<file path="src/uart_pins_pkg.sv">
// package: constants and carrier types for the two-port uart pin block
package uart_pins_pkg;
  // ----------------------------------------
  // framing and timing
  // ----------------------------------------
  localparam int unsigned CLK_HZ = 20000000;
  localparam int unsigned BAUD = 115200;
  localparam int unsigned BIT_CYCLES = CLK_HZ / BAUD;
  localparam int unsigned DATA_BITS = 8;
  localparam logic [7:0] BIT_CNT_RST = 8'h00;
  localparam logic [3:0] IDX_RST = 4'h0;
  localparam logic [7:0] SHIFT_RST = 8'h00;
  localparam logic MARK_LEVEL = 1'b1;
  localparam logic RTS_INACTIVE = 1'b1;
  localparam logic CTS_RST = 1'b1;
  localparam int unsigned NUM_PORTS = 2;

  // ----------------------------------------
  // carrier types
  // ----------------------------------------
  typedef struct packed {
    logic valid;
    logic [7:0] data;
  } char_t;

  typedef struct packed {
    logic parityEn;
    logic parityOdd;
    logic twoStop;
  } frame_cfg_t;

  typedef enum logic [2:0] {
    ST_IDLE = 3'b000,
    ST_START = 3'b001,
    ST_DATA = 3'b010,
    ST_PAR = 3'b011,
    ST_STOP = 3'b100
  } ser_state_t;
endpackage : uart_pins_pkg

</file>
<file path="src/uart_pin_modem_control.sv">
// module: serial pins of two asynchronous ports and modem control of port 0
// ----------------------------------------
// Functional notes
// - after reset each transmit output sits at marking high until a character starts.
// - the clear-to-send level is sampled and offered as a readable modem status.
// - request-to-send is driven low to tell the modem the port is ready.
// - reset drives request-to-send high.
// - in loopback mode request-to-send stays high whatever the internal request.
// - outside loopback mode each port takes its incoming bits on its own receive input; in loopback it takes its own transmit line.
// ----------------------------------------
module uart_pin_modem_control (
  // clock and reset
  input wire logic clk,
  input wire logic nrst,
  // user side
  input wire uart_pins_pkg::frame_cfg_t frameCfg,
  input wire logic loopMode,
  input wire logic requestToSend,
  input wire uart_pins_pkg::char_t [1:0] txChar,
  output logic [1:0] txBusy,
  output uart_pins_pkg::char_t [1:0] rxChar,
  output logic [1:0] rxFrameErr,
  output logic clearToSendStatus,
  // serial pins
  input wire logic port0_serial_in,
  input wire logic port1_serial_in,
  input wire logic port0_clear_to_send_low,
  output logic port0_serial_out,
  output logic port1_serial_out,
  output logic port0_request_to_send_low
);
  import uart_pins_pkg::*;

  logic [1:0] serIn;
  logic [1:0] serOut;

  // ----------------------------------------
  // receive inputs and loopback
  // ----------------------------------------
  // loopback feeds each port its own transmit line
  assign serIn[0] = loopMode ? serOut[0] : port0_serial_in;
  assign serIn[1] = loopMode ? serOut[1] : port1_serial_in;

  // ----------------------------------------
  // modem control
  // ----------------------------------------
  always_ff @(posedge clk) begin
    if (!nrst) begin
      port0_request_to_send_low <= RTS_INACTIVE;
    end else if (loopMode) begin
      port0_request_to_send_low <= RTS_INACTIVE;
    end else begin
      port0_request_to_send_low <= ~requestToSend;
    end
  end

  always_ff @(posedge clk) begin
    if (!nrst) begin
      clearToSendStatus <= CTS_RST;
    end else begin
      clearToSendStatus <= port0_clear_to_send_low;
    end
  end

  // ----------------------------------------
  // per-port transmitter and receiver
  // ----------------------------------------
  genvar p;
  generate
    for (p = 0; p < NUM_PORTS; p++) begin : g_port
      ser_state_t txSt_r;
      logic [7:0] txCnt_r;
      logic [3:0] txIdx_r;
      logic [7:0] txSh_r;
      logic txPar_r;
      logic txOut_r;
      ser_state_t rxSt_r;
      logic [7:0] rxCnt_r;
      logic [3:0] rxIdx_r;
      logic [7:0] rxSh_r;
      logic rxPar_r;
      logic txTick;
      logic rxTick;
      logic rxMid;

      assign txTick = (txCnt_r == 8'(BIT_CYCLES - 1));
      assign rxTick = (rxCnt_r == 8'(BIT_CYCLES - 1));
      assign rxMid = (rxCnt_r == 8'(BIT_CYCLES / 2));
      assign serOut[p] = txOut_r;

      always_ff @(posedge clk) begin
        if (!nrst) begin
          txSt_r <= ST_IDLE;
          txCnt_r <= BIT_CNT_RST;
          txIdx_r <= IDX_RST;
          txSh_r <= SHIFT_RST;
          txPar_r <= 1'b0;
          txOut_r <= MARK_LEVEL;
        end else begin
          txCnt_r <= (txSt_r == ST_IDLE || txTick) ? BIT_CNT_RST : txCnt_r + 8'h01;
          unique case (txSt_r)
            ST_IDLE: begin
              txOut_r <= MARK_LEVEL;
              if (txChar[p].valid) begin
                txSh_r <= txChar[p].data;
                txPar_r <= frameCfg.parityOdd;
                txIdx_r <= IDX_RST;
                txOut_r <= 1'b0;
                txSt_r <= ST_START;
              end
            end
            ST_START: begin
              if (txTick) begin
                txOut_r <= txSh_r[0];
                txPar_r <= txPar_r ^ txSh_r[0];
                txSh_r <= {1'b0, txSh_r[7:1]};
                txSt_r <= ST_DATA;
              end
            end
            ST_DATA: begin
              if (txTick) begin
                txIdx_r <= txIdx_r + 4'h1;
                if (txIdx_r == 4'(DATA_BITS - 1)) begin
                  txOut_r <= frameCfg.parityEn ? txPar_r : MARK_LEVEL;
                  txSt_r <= frameCfg.parityEn ? ST_PAR : ST_STOP;
                  txIdx_r <= IDX_RST;
                end else begin
                  txOut_r <= txSh_r[0];
                  txPar_r <= txPar_r ^ txSh_r[0];
                  txSh_r <= {1'b0, txSh_r[7:1]};
                end
              end
            end
            ST_PAR: begin
              if (txTick) begin
                txOut_r <= MARK_LEVEL;
                txSt_r <= ST_STOP;
              end
            end
            ST_STOP: begin
              txOut_r <= MARK_LEVEL;
              if (txTick) begin
                txIdx_r <= txIdx_r + 4'h1;
                if (!frameCfg.twoStop || txIdx_r != IDX_RST) begin
                  txSt_r <= ST_IDLE;
                end
              end
            end
            default: txSt_r <= ST_IDLE;
          endcase
        end
      end

      always_ff @(posedge clk) begin
        if (!nrst) begin
          txBusy[p] <= 1'b0;
        end else begin
          txBusy[p] <= (txSt_r != ST_IDLE) || txChar[p].valid;
        end
      end

      always_ff @(posedge clk) begin
        if (!nrst) begin
          rxSt_r <= ST_IDLE;
          rxCnt_r <= BIT_CNT_RST;
          rxIdx_r <= IDX_RST;
          rxSh_r <= SHIFT_RST;
          rxPar_r <= 1'b0;
          rxChar[p] <= '0;
          rxFrameErr[p] <= 1'b0;
        end else begin
          rxChar[p].valid <= 1'b0;
          rxFrameErr[p] <= 1'b0;
          rxCnt_r <= (rxSt_r == ST_IDLE || rxTick) ? BIT_CNT_RST : rxCnt_r + 8'h01;
          unique case (rxSt_r)
            ST_IDLE: begin
              if (!serIn[p]) begin
                rxSt_r <= ST_START;
                rxIdx_r <= IDX_RST;
                rxPar_r <= frameCfg.parityOdd;
              end
            end
            ST_START: begin
              if (rxMid && serIn[p]) begin
                rxSt_r <= ST_IDLE;
              end else if (rxTick) begin
                rxSt_r <= ST_DATA;
              end
            end
            ST_DATA: begin
              if (rxMid) begin
                rxSh_r <= {serIn[p], rxSh_r[7:1]};
                rxPar_r <= rxPar_r ^ serIn[p];
              end
              if (rxTick) begin
                rxIdx_r <= rxIdx_r + 4'h1;
                if (rxIdx_r == 4'(DATA_BITS - 1)) begin
                  rxSt_r <= frameCfg.parityEn ? ST_PAR : ST_STOP;
                end
              end
            end
            ST_PAR: begin
              if (rxMid) begin
                rxPar_r <= rxPar_r ^ serIn[p];
              end
              if (rxTick) begin
                rxSt_r <= ST_STOP;
              end
            end
            ST_STOP: begin
              if (rxMid) begin
                rxChar[p].valid <= 1'b1;
                rxChar[p].data <= rxSh_r;
                rxFrameErr[p] <= !serIn[p] || (frameCfg.parityEn && rxPar_r);
                rxSt_r <= ST_IDLE;
              end
            end
            default: rxSt_r <= ST_IDLE;
          endcase
        end
      end
    end
  endgenerate

  assign port0_serial_out = g_port[0].txOut_r;
  assign port1_serial_out = g_port[1].txOut_r;

  // ----------------------------------------
  // checks
  // ----------------------------------------
  property p_rst_mark;
    @(posedge clk) !nrst |=> port0_serial_out && port1_serial_out;
  endproperty
  a_rst_mark: assert property (p_rst_mark) else $error("tx not marking after reset");

  property p_idle_mark;
    @(posedge clk) disable iff (!nrst)
      (g_port[0].txSt_r == ST_IDLE && !txChar[0].valid) |=> port0_serial_out;
  endproperty
  a_idle_mark: assert property (p_idle_mark) else $error("idle tx not high");

  property p_cts;
    @(posedge clk) disable iff (!nrst) 1'b1 |=> clearToSendStatus == $past(port0_clear_to_send_low);
  endproperty
  a_cts: assert property (p_cts) else $error("cts status wrong");

  property p_rts_on;
    @(posedge clk) disable iff (!nrst)
      (requestToSend && !loopMode) |=> !port0_request_to_send_low;
  endproperty
  a_rts_on: assert property (p_rts_on) else $error("rts not asserted");

  property p_rts_rst;
    @(posedge clk) !nrst |=> port0_request_to_send_low;
  endproperty
  a_rts_rst: assert property (p_rts_rst) else $error("rts not high after reset");

  property p_rts_loop;
    @(posedge clk) disable iff (!nrst) loopMode |=> port0_request_to_send_low;
  endproperty
  a_rts_loop: assert property (p_rts_loop) else $error("rts low in loop mode");

  property p_rx_start;
    @(posedge clk) disable iff (!nrst)
      (g_port[1].rxSt_r == ST_IDLE && !serIn[1]) |=> g_port[1].rxSt_r == ST_START;
  endproperty
  a_rx_start: assert property (p_rx_start) else $error("rx missed start bit");

  property p_start_bit;
    @(posedge clk) disable iff (!nrst)
      (g_port[0].txSt_r == ST_IDLE && txChar[0].valid) |=> !port0_serial_out [*2];
  endproperty
  a_start_bit: assert property (p_start_bit) else $error("no low start bit");

  c_tx0: cover property (@(posedge clk) g_port[0].txSt_r == ST_STOP);
  c_rx0: cover property (@(posedge clk) rxChar[0].valid);
  c_loop: cover property (@(posedge clk) loopMode && rxChar[0].valid);
  c_err: cover property (@(posedge clk) rxFrameErr[0]);
endmodule : uart_pin_modem_control

</file>
<file path="config.mk">
export PLATFORM = sky130hd
export DESIGN_NAME = uart_pin_modem_control
export DESIGN_NICKNAME = d
export VERILOG_FILES = /design/src/uart_pins_pkg.sv /design/src/uart_pin_modem_control.sv
export SDC_FILE = /design/constraint.sdc
export NUM_CORES = 1
export LEC_CHECK = 0
export ABC_AREA = 1
export BUFFER_PORTS_ARGS = -buffer_cell sky130_fd_sc_hd__buf_2
export CORE_ASPECT_RATIO = 0.9
export CORE_MARGIN = 5
export CORE_UTILIZATION = 55
export DETAILED_ROUTE_END_ITERATION = 8
export PLACE_DENSITY = 0.75
export SLEW_MARGIN = 25
export SYNTH_ARGS = -nofsm -noshare
export SYNTH_HDL_FRONTEND = slang
export SYNTH_SLANG_ARGS = --single-unit
</file>
<file path="constraint.sdc">
create_clock -name clk -period 2.05 [get_ports clk]
set_input_delay 0.205 -clock clk [delete_from_list [all_inputs] [get_ports clk]]
set_output_delay 0.205 -clock clk [all_outputs]
set_load 0.01 [all_outputs]
</file>
=== After elaboration in Yosys (flattened, before gate mapping) ===
Cells that the tools add are included.

* Register bits after elaboration: 122
* Input port bits: 28
* Output and inout bits: 26
* Word-level logic and storage cells: 259

* Add/sub/neg operators: 8
* Equal/unequal tests: 56
* Muxes and demuxes: 93
* Bitwise gates (word level): 6
* Reductions and logical operators: 64

{| class="wikitable"
|+ Operators by type and width
! kind !! count
|-
| $mux W3 || 29
|-
| $mux W8 || 8
|-
| $pmux W3 S5 || 4
|-
| $ne A2 B2 Y1 const B || 26
|-
| $mux W4 || 12
|-
| $pmux W8 S3 || 2
|-
| $add A8 B1 Y8 const B || 4
|-
| $eq A8 B8 Y1 const B || 4
|-
| $mux W1 || 26
|-
| $eq A3 B2 Y1 const B || 8
|-
| $pmux W4 S3 || 2
|-
| $mux W9 || 2
|-
| $reduce_and A3 Y1 || 6
|-
| $reduce_bool A3 Y1 || 6
|-
| $add A4 B1 Y4 const B || 4
|-
| $eq A4 B3 Y1 const B || 4
|-
| $eq A8 B7 Y1 const B || 2
|-
| $pmux W4 S2 || 2
|-
| $reduce_and A4 Y1 || 4
|-
| $reduce_and A7 Y1 || 2
|-
| $reduce_or A2 Y1 || 7
|-
| $eq A3 B1 Y1 const B || 4
|-
| $eq A3 B3 Y1 const B || 4
|-
| $logic_not A3 Y1 || 4
|-
| 16 further kinds || 51
|}

=== Logic depth before layout (Yosys ltp) ===
* Depth in word-level cells: 5
* Depth in mapped cells: 11
* Depth with buffers taken out: 11

=== Worst setup path after synthesis ===
Ideal clock, no wire load.

* Path type: reg-to-reg
* Start: register g_port[0].txCnt_r[0]
* End: register g_port[0].txIdx_r[1]
* Data arrival time: 1.315 ns
* Data required time: 1.934 ns
* Setup slack: 0.620 ns
* Cell stages (with the launch flop): 10
* Buffers on the path: 0
* Period minus slack after synthesis: 1.430 ns
* Path through: dfxtp_1 -> inv_1 -> ha_1 -> nand2_1 -> nor2_1 -> nand3_4 -> o21ai_4 -> nand2_2 -> o21ai_2 -> nor2_1

* Longest elaborated chain between the ends: 3

{| class="wikitable"
|+ Ends and longest elaborated chain
! element !! RTL line !! RTL
|-
| from (decl) || uart_pin_modem_control.sv:72 || <nowiki>logic [7:0] txCnt_r;</nowiki>
|-
| from (signal assigned) || uart_pin_modem_control.sv:100 || <nowiki>txCnt_r <= (txSt_r == ST_IDLE || txTick) ? BIT_CNT_RST : txCnt_r + 8'h01;</nowiki>
|-
| $eq A8 B8 Y1 * || uart_pin_modem_control.sv:86 || <nowiki>assign txTick = (txCnt_r == 8'(BIT_CYCLES - 1));</nowiki>
|-
| $ne A2 B2 Y1 (no line) || n/a ||
|-
| $reduce_and A4 Y1 (no line) * || n/a ||
|-
| to (signal assigned) || uart_pin_modem_control.sv:122 || <nowiki>txIdx_r <= txIdx_r + 4'h1;</nowiki>
|-
| to (signal assigned) || uart_pin_modem_control.sv:143 || <nowiki>txIdx_r <= txIdx_r + 4'h1;</nowiki>
|-
| to (decl) || uart_pin_modem_control.sv:73 || <nowiki>logic [3:0] txIdx_r;</nowiki>
|}

Every way passes the cells marked *; elsewhere a longest branch is shown, timed or not.
A chain may end at the register's enable or synchronous reset.

=== Worst setup path in the final report ===
* Start: register g_port[0].rxCnt_r[0]
* End: register g_port[0].rxSh_r[5]

* Longest elaborated chain between the ends: 2

{| class="wikitable"
|+ Ends and longest elaborated chain
! element !! RTL line !! RTL
|-
| from (decl) || uart_pin_modem_control.sv:78 || <nowiki>logic [7:0] rxCnt_r;</nowiki>
|-
| from (signal assigned) || uart_pin_modem_control.sv:174 || <nowiki>rxCnt_r <= (rxSt_r == ST_IDLE || rxTick) ? BIT_CNT_RST : rxCnt_r + 8'h01;</nowiki>
|-
| $eq A8 B7 Y1 || uart_pin_modem_control.sv:88 || <nowiki>assign rxMid = (rxCnt_r == 8'(BIT_CYCLES / 2));</nowiki>
|-
| $reduce_and A2 Y1 (no line) || n/a ||
|-
| to (signal assigned) || uart_pin_modem_control.sv:192 || <nowiki>rxSh_r <= {serIn[p], rxSh_r[7:1]};</nowiki>
|-
| to (decl) || uart_pin_modem_control.sv:80 || <nowiki>logic [7:0] rxSh_r;</nowiki>
|}

No other way between the ends.

==> flow_metrics.tcl <==
set metrics [dict create \
    crit_top_cell "nand2_1" \
    wl_mm 12.72 \
    crit_end "g_port[0].rxSh_r[5]" \
    r2r-start "g_port[0].rxCnt_r[0]" \
    tightest_slew_ns 0.6724 \
    fp.dieW_um 121.6 \
    fin_nets 974 \
    vias 5448 \
    diodes 0 \
    ys_warn_count 0 \
    post-place-ws_ns 0.4247 \
    setup-violations-final 0 \
    cts_buffers 17 \
    syn_area_um2 6168 \
    cp.depth 9 \
    cts.htree.levels 4 \
    initial_utilization 0.5659 \
    grt_pass1_vias 4914 \
    crit_path_max_incr_delay_ns 0.34 \
    hold_class "input pin to flip-flop" \
    wl_per_cell_um 11.65 \
    io_buffers 53 \
    finish.utilization 0.6538 \
    grt.total_usage 0.2000 \
    slowest_stage "dfxtp_1" \
    drv_cap 0 \
    drc_errors 0 \
    relSlewSlack 0.5498 \
    die_h_um 110.5 \
    syn-mean-instance-area_um2 7.106 \
    critPathCaptureType "flip-flop" \
    vdd_drop_max_mv 0.7920 \
    ant_nets 0 \
    syn_nets 912 \
    drive_gt1_frac 0.1606 \
    ys_ff_latch 122 \
    final_hold_viol_count 0 \
    yosysTopAreaCell "dfxtp_1" \
    skew_ns 0.007487 \
    ff2ff_setup_slack_ns 0.42 \
    p_total_mw 9.296 \
    timing.fmax_mhz 615.1 \
    crit_fanout 18 \
    dpl.hpwl_mm 9.067 \
    crit_family "simple AND/OR/NAND/NOR gates" \
    cts_sinks 122 \
    area_delta_synth_final_pct 15.54 \
    synthTopCellsByArea "dfxtp_1 (40%), nand2_1 (12%), a21oi_1 (6.7%)" \
    r2r_cells 9 \
    final_cell_mix "nand2_1 (197), dfxtp_1 (122), nor2_1 (105)" \
    coreArea_um2 10900 \
    final.setup.tns_ns 0 \
    worst_slack_ns 0.4243 \
    grt_max_degree 45 \
    cts_root_buf "clkbuf_16" \
    p_leak_nw 3.060 \
    cts_tree "done" \
    antenna_found_initial 0 \
    clk_path_buf_depth 2 \
    pin_count 54 \
    gp_congestion 0.8449 \
    via_per_inst 4.989 \
    seq_area_frac_synth 0.3959 \
    r2r-end "g_port[0].rxSh_r[5]" \
    first_pass_iters 5 \
    power_density_nw_per_um2 1304 \
    critPathRequiredTime_ns 2.35 \
    layout_commonest_cell "nand2_1" \
    clk_latency_ns 0.42 \
    slew_viol_final 0 \
    synth_cells 868 \
    rows 36 \
    die_area_um2 13440 \
    critical_path.startpoint "g_port[0].rxCnt_r[0]" \
    clk_pin_slew_ns 0.05 \
    rsz0062_at_grt "no" \
    arrival_ns 1.93 \
    crit_chain "inv_1 -> ha_1 -> nand2_1 -> nor2_1 -> nand2_1 -> inv_2 -> nand2_1 -> nand2_1 -> a21oi_1" \
    fillerInstances 1001 \
    startpoint_type "flip-flop" \
    overflow 0 \
    period_minus_slack_ns 1.626 \
    grt_pass1_wl_mm 22.07 \
    first_iter_violations 400 \
    status "finished clean" \
    fin_crit_sh 0.7930 \
    path_buf_inv 2 \
    crit_type "flip-flop to flip-flop" \
    yosysUniqueCellTypes 45 \
    synthDominantCellAreaShare 0.3959 \
]
## report_power, final
group,switching (mW),internal (mW)
clock,0.963,1.71
combinational,2.32,1.19
sequential,0.335,2.79
## worst min-delay path by stage
stage               depth (start not counted)  slack, ns               startpoint                         to
global route                                3       0.04                txChar[7]        g_port[0].txSh_r[7]
CTS                                         3       0.03                txChar[7]        g_port[0].txSh_r[7]
finish                                      3       0.04                txChar[7]        g_port[0].txSh_r[7]
global placement                            2       0.39  port0_clear_to_send_low          clearToSendStatus
floorplan                                   1       0.29            requestToSend  port0_request_to_send_low
detailed placement                          2       0.39  port0_clear_to_send_low          clearToSendStatus
## routing by layer
metal | vias to the layer above | wire length [um] | track usage | share of wire
met1 | 2386 | 6176 | 0.2580 | 0.49
met4 | 0 | 189 | 0.09783 | 0.015
met2 | 96 | 5724 | 0.3083 | 0.45
met5 | - | 0 | 0 | 0
met3 | 17 | 626 | 0.05266 | 0.049
li1 | 2949 | - | - | -
## stage by stage
step | hold slack (ns) | instance area, um^2 | std cells
floorplan | 0.2896 | 6168 | 868
global placement | 0.3919 | 6574 | 1061
finish | 0.04317 | 7127 | 1092
detailed placement | 0.3943 | 6574 | 1061
CTS | 0.02566 | 7127 | 1092
global route | 0.04198 | 7127 | 1092
## worst register-to-register path, delay by kind of cell (launching register included)
family,cells,cell delay (ns)
DFF,1,0.34
and+or+nand+nor,5,0.65
buffers and inverters,2,0.32
AOI/OAI and AO/OA,1,0.07
adders and majority gates,1,0.14
## sequential cells by signal (all words and copies together) (netlist names)
register / count
clearToSendStatus: 1
g_port.rxCnt_r: 16
g_port.rxIdx_r: 8
g_port.rxPar_r: 2
g_port.rxSh_r: 16
g_port.rxSt_r: 6
g_port.txCnt_r: 16
g_port.txIdx_r: 8
g_port.txPar_r: 2
g_port.txSh_r: 16
g_port.txSt_r: 6
port0_request_to_send_low: 1
port0_serial_out: 1
port1_serial_out: 1
rxChar: 18
rxFrameErr: 2
txBusy: 2
## layout make-up
cell class	instances	area [um^2]	area share
Multi-Input combinational cell	632	3254	0.4566
Sequential cell	122	2442	0.3427
Clock buffer	27	523.0	0.07338
Inverter	96	364.1	0.05109
Timing Repair Buffer	61	342.8	0.04810
Tap cell	152	190.2	0.02669
Clock inverter	2	10.01	0.001404
## cell families (layout without fill, tap and decap cells)
family,after synthesis,after routing,share of synthesized area
flip-flops,122,122,0.3959
AO/OA/AOI/OAI,146,146,0.1321
AND/OR/NAND/NOR,461,461,0.3503
XOR/XNOR,9,9,0.01278
adder cells (fa/ha/maj),16,16,0.03245
buffers and inverters,114,186,0.07647
## cell usage after synthesis (all sizes together)
cell,count
clkbuf,6
xor2,5
clkinv,3
o21ai,52
and2,1
o211ai,1
ha,16
nand4,4
a31oi,2
a22oi,1
and3,1
buf,12
nand3b,4
inv,93
nand2,215
xnor2,4
nor3b,7
dfxtp,122
nor4,2
nand3,90
nor3,17
or2,3
o22ai,1
nor2,117
o21a,3
a21oi,86
## what timing repair did
item	CTS	global route
hold endpoints to repair	2	0
resized for setup	0	0
buffers inserted	0	0
hold buffers	2	0
Note: power is estimated with default switching activity, not from simulation.
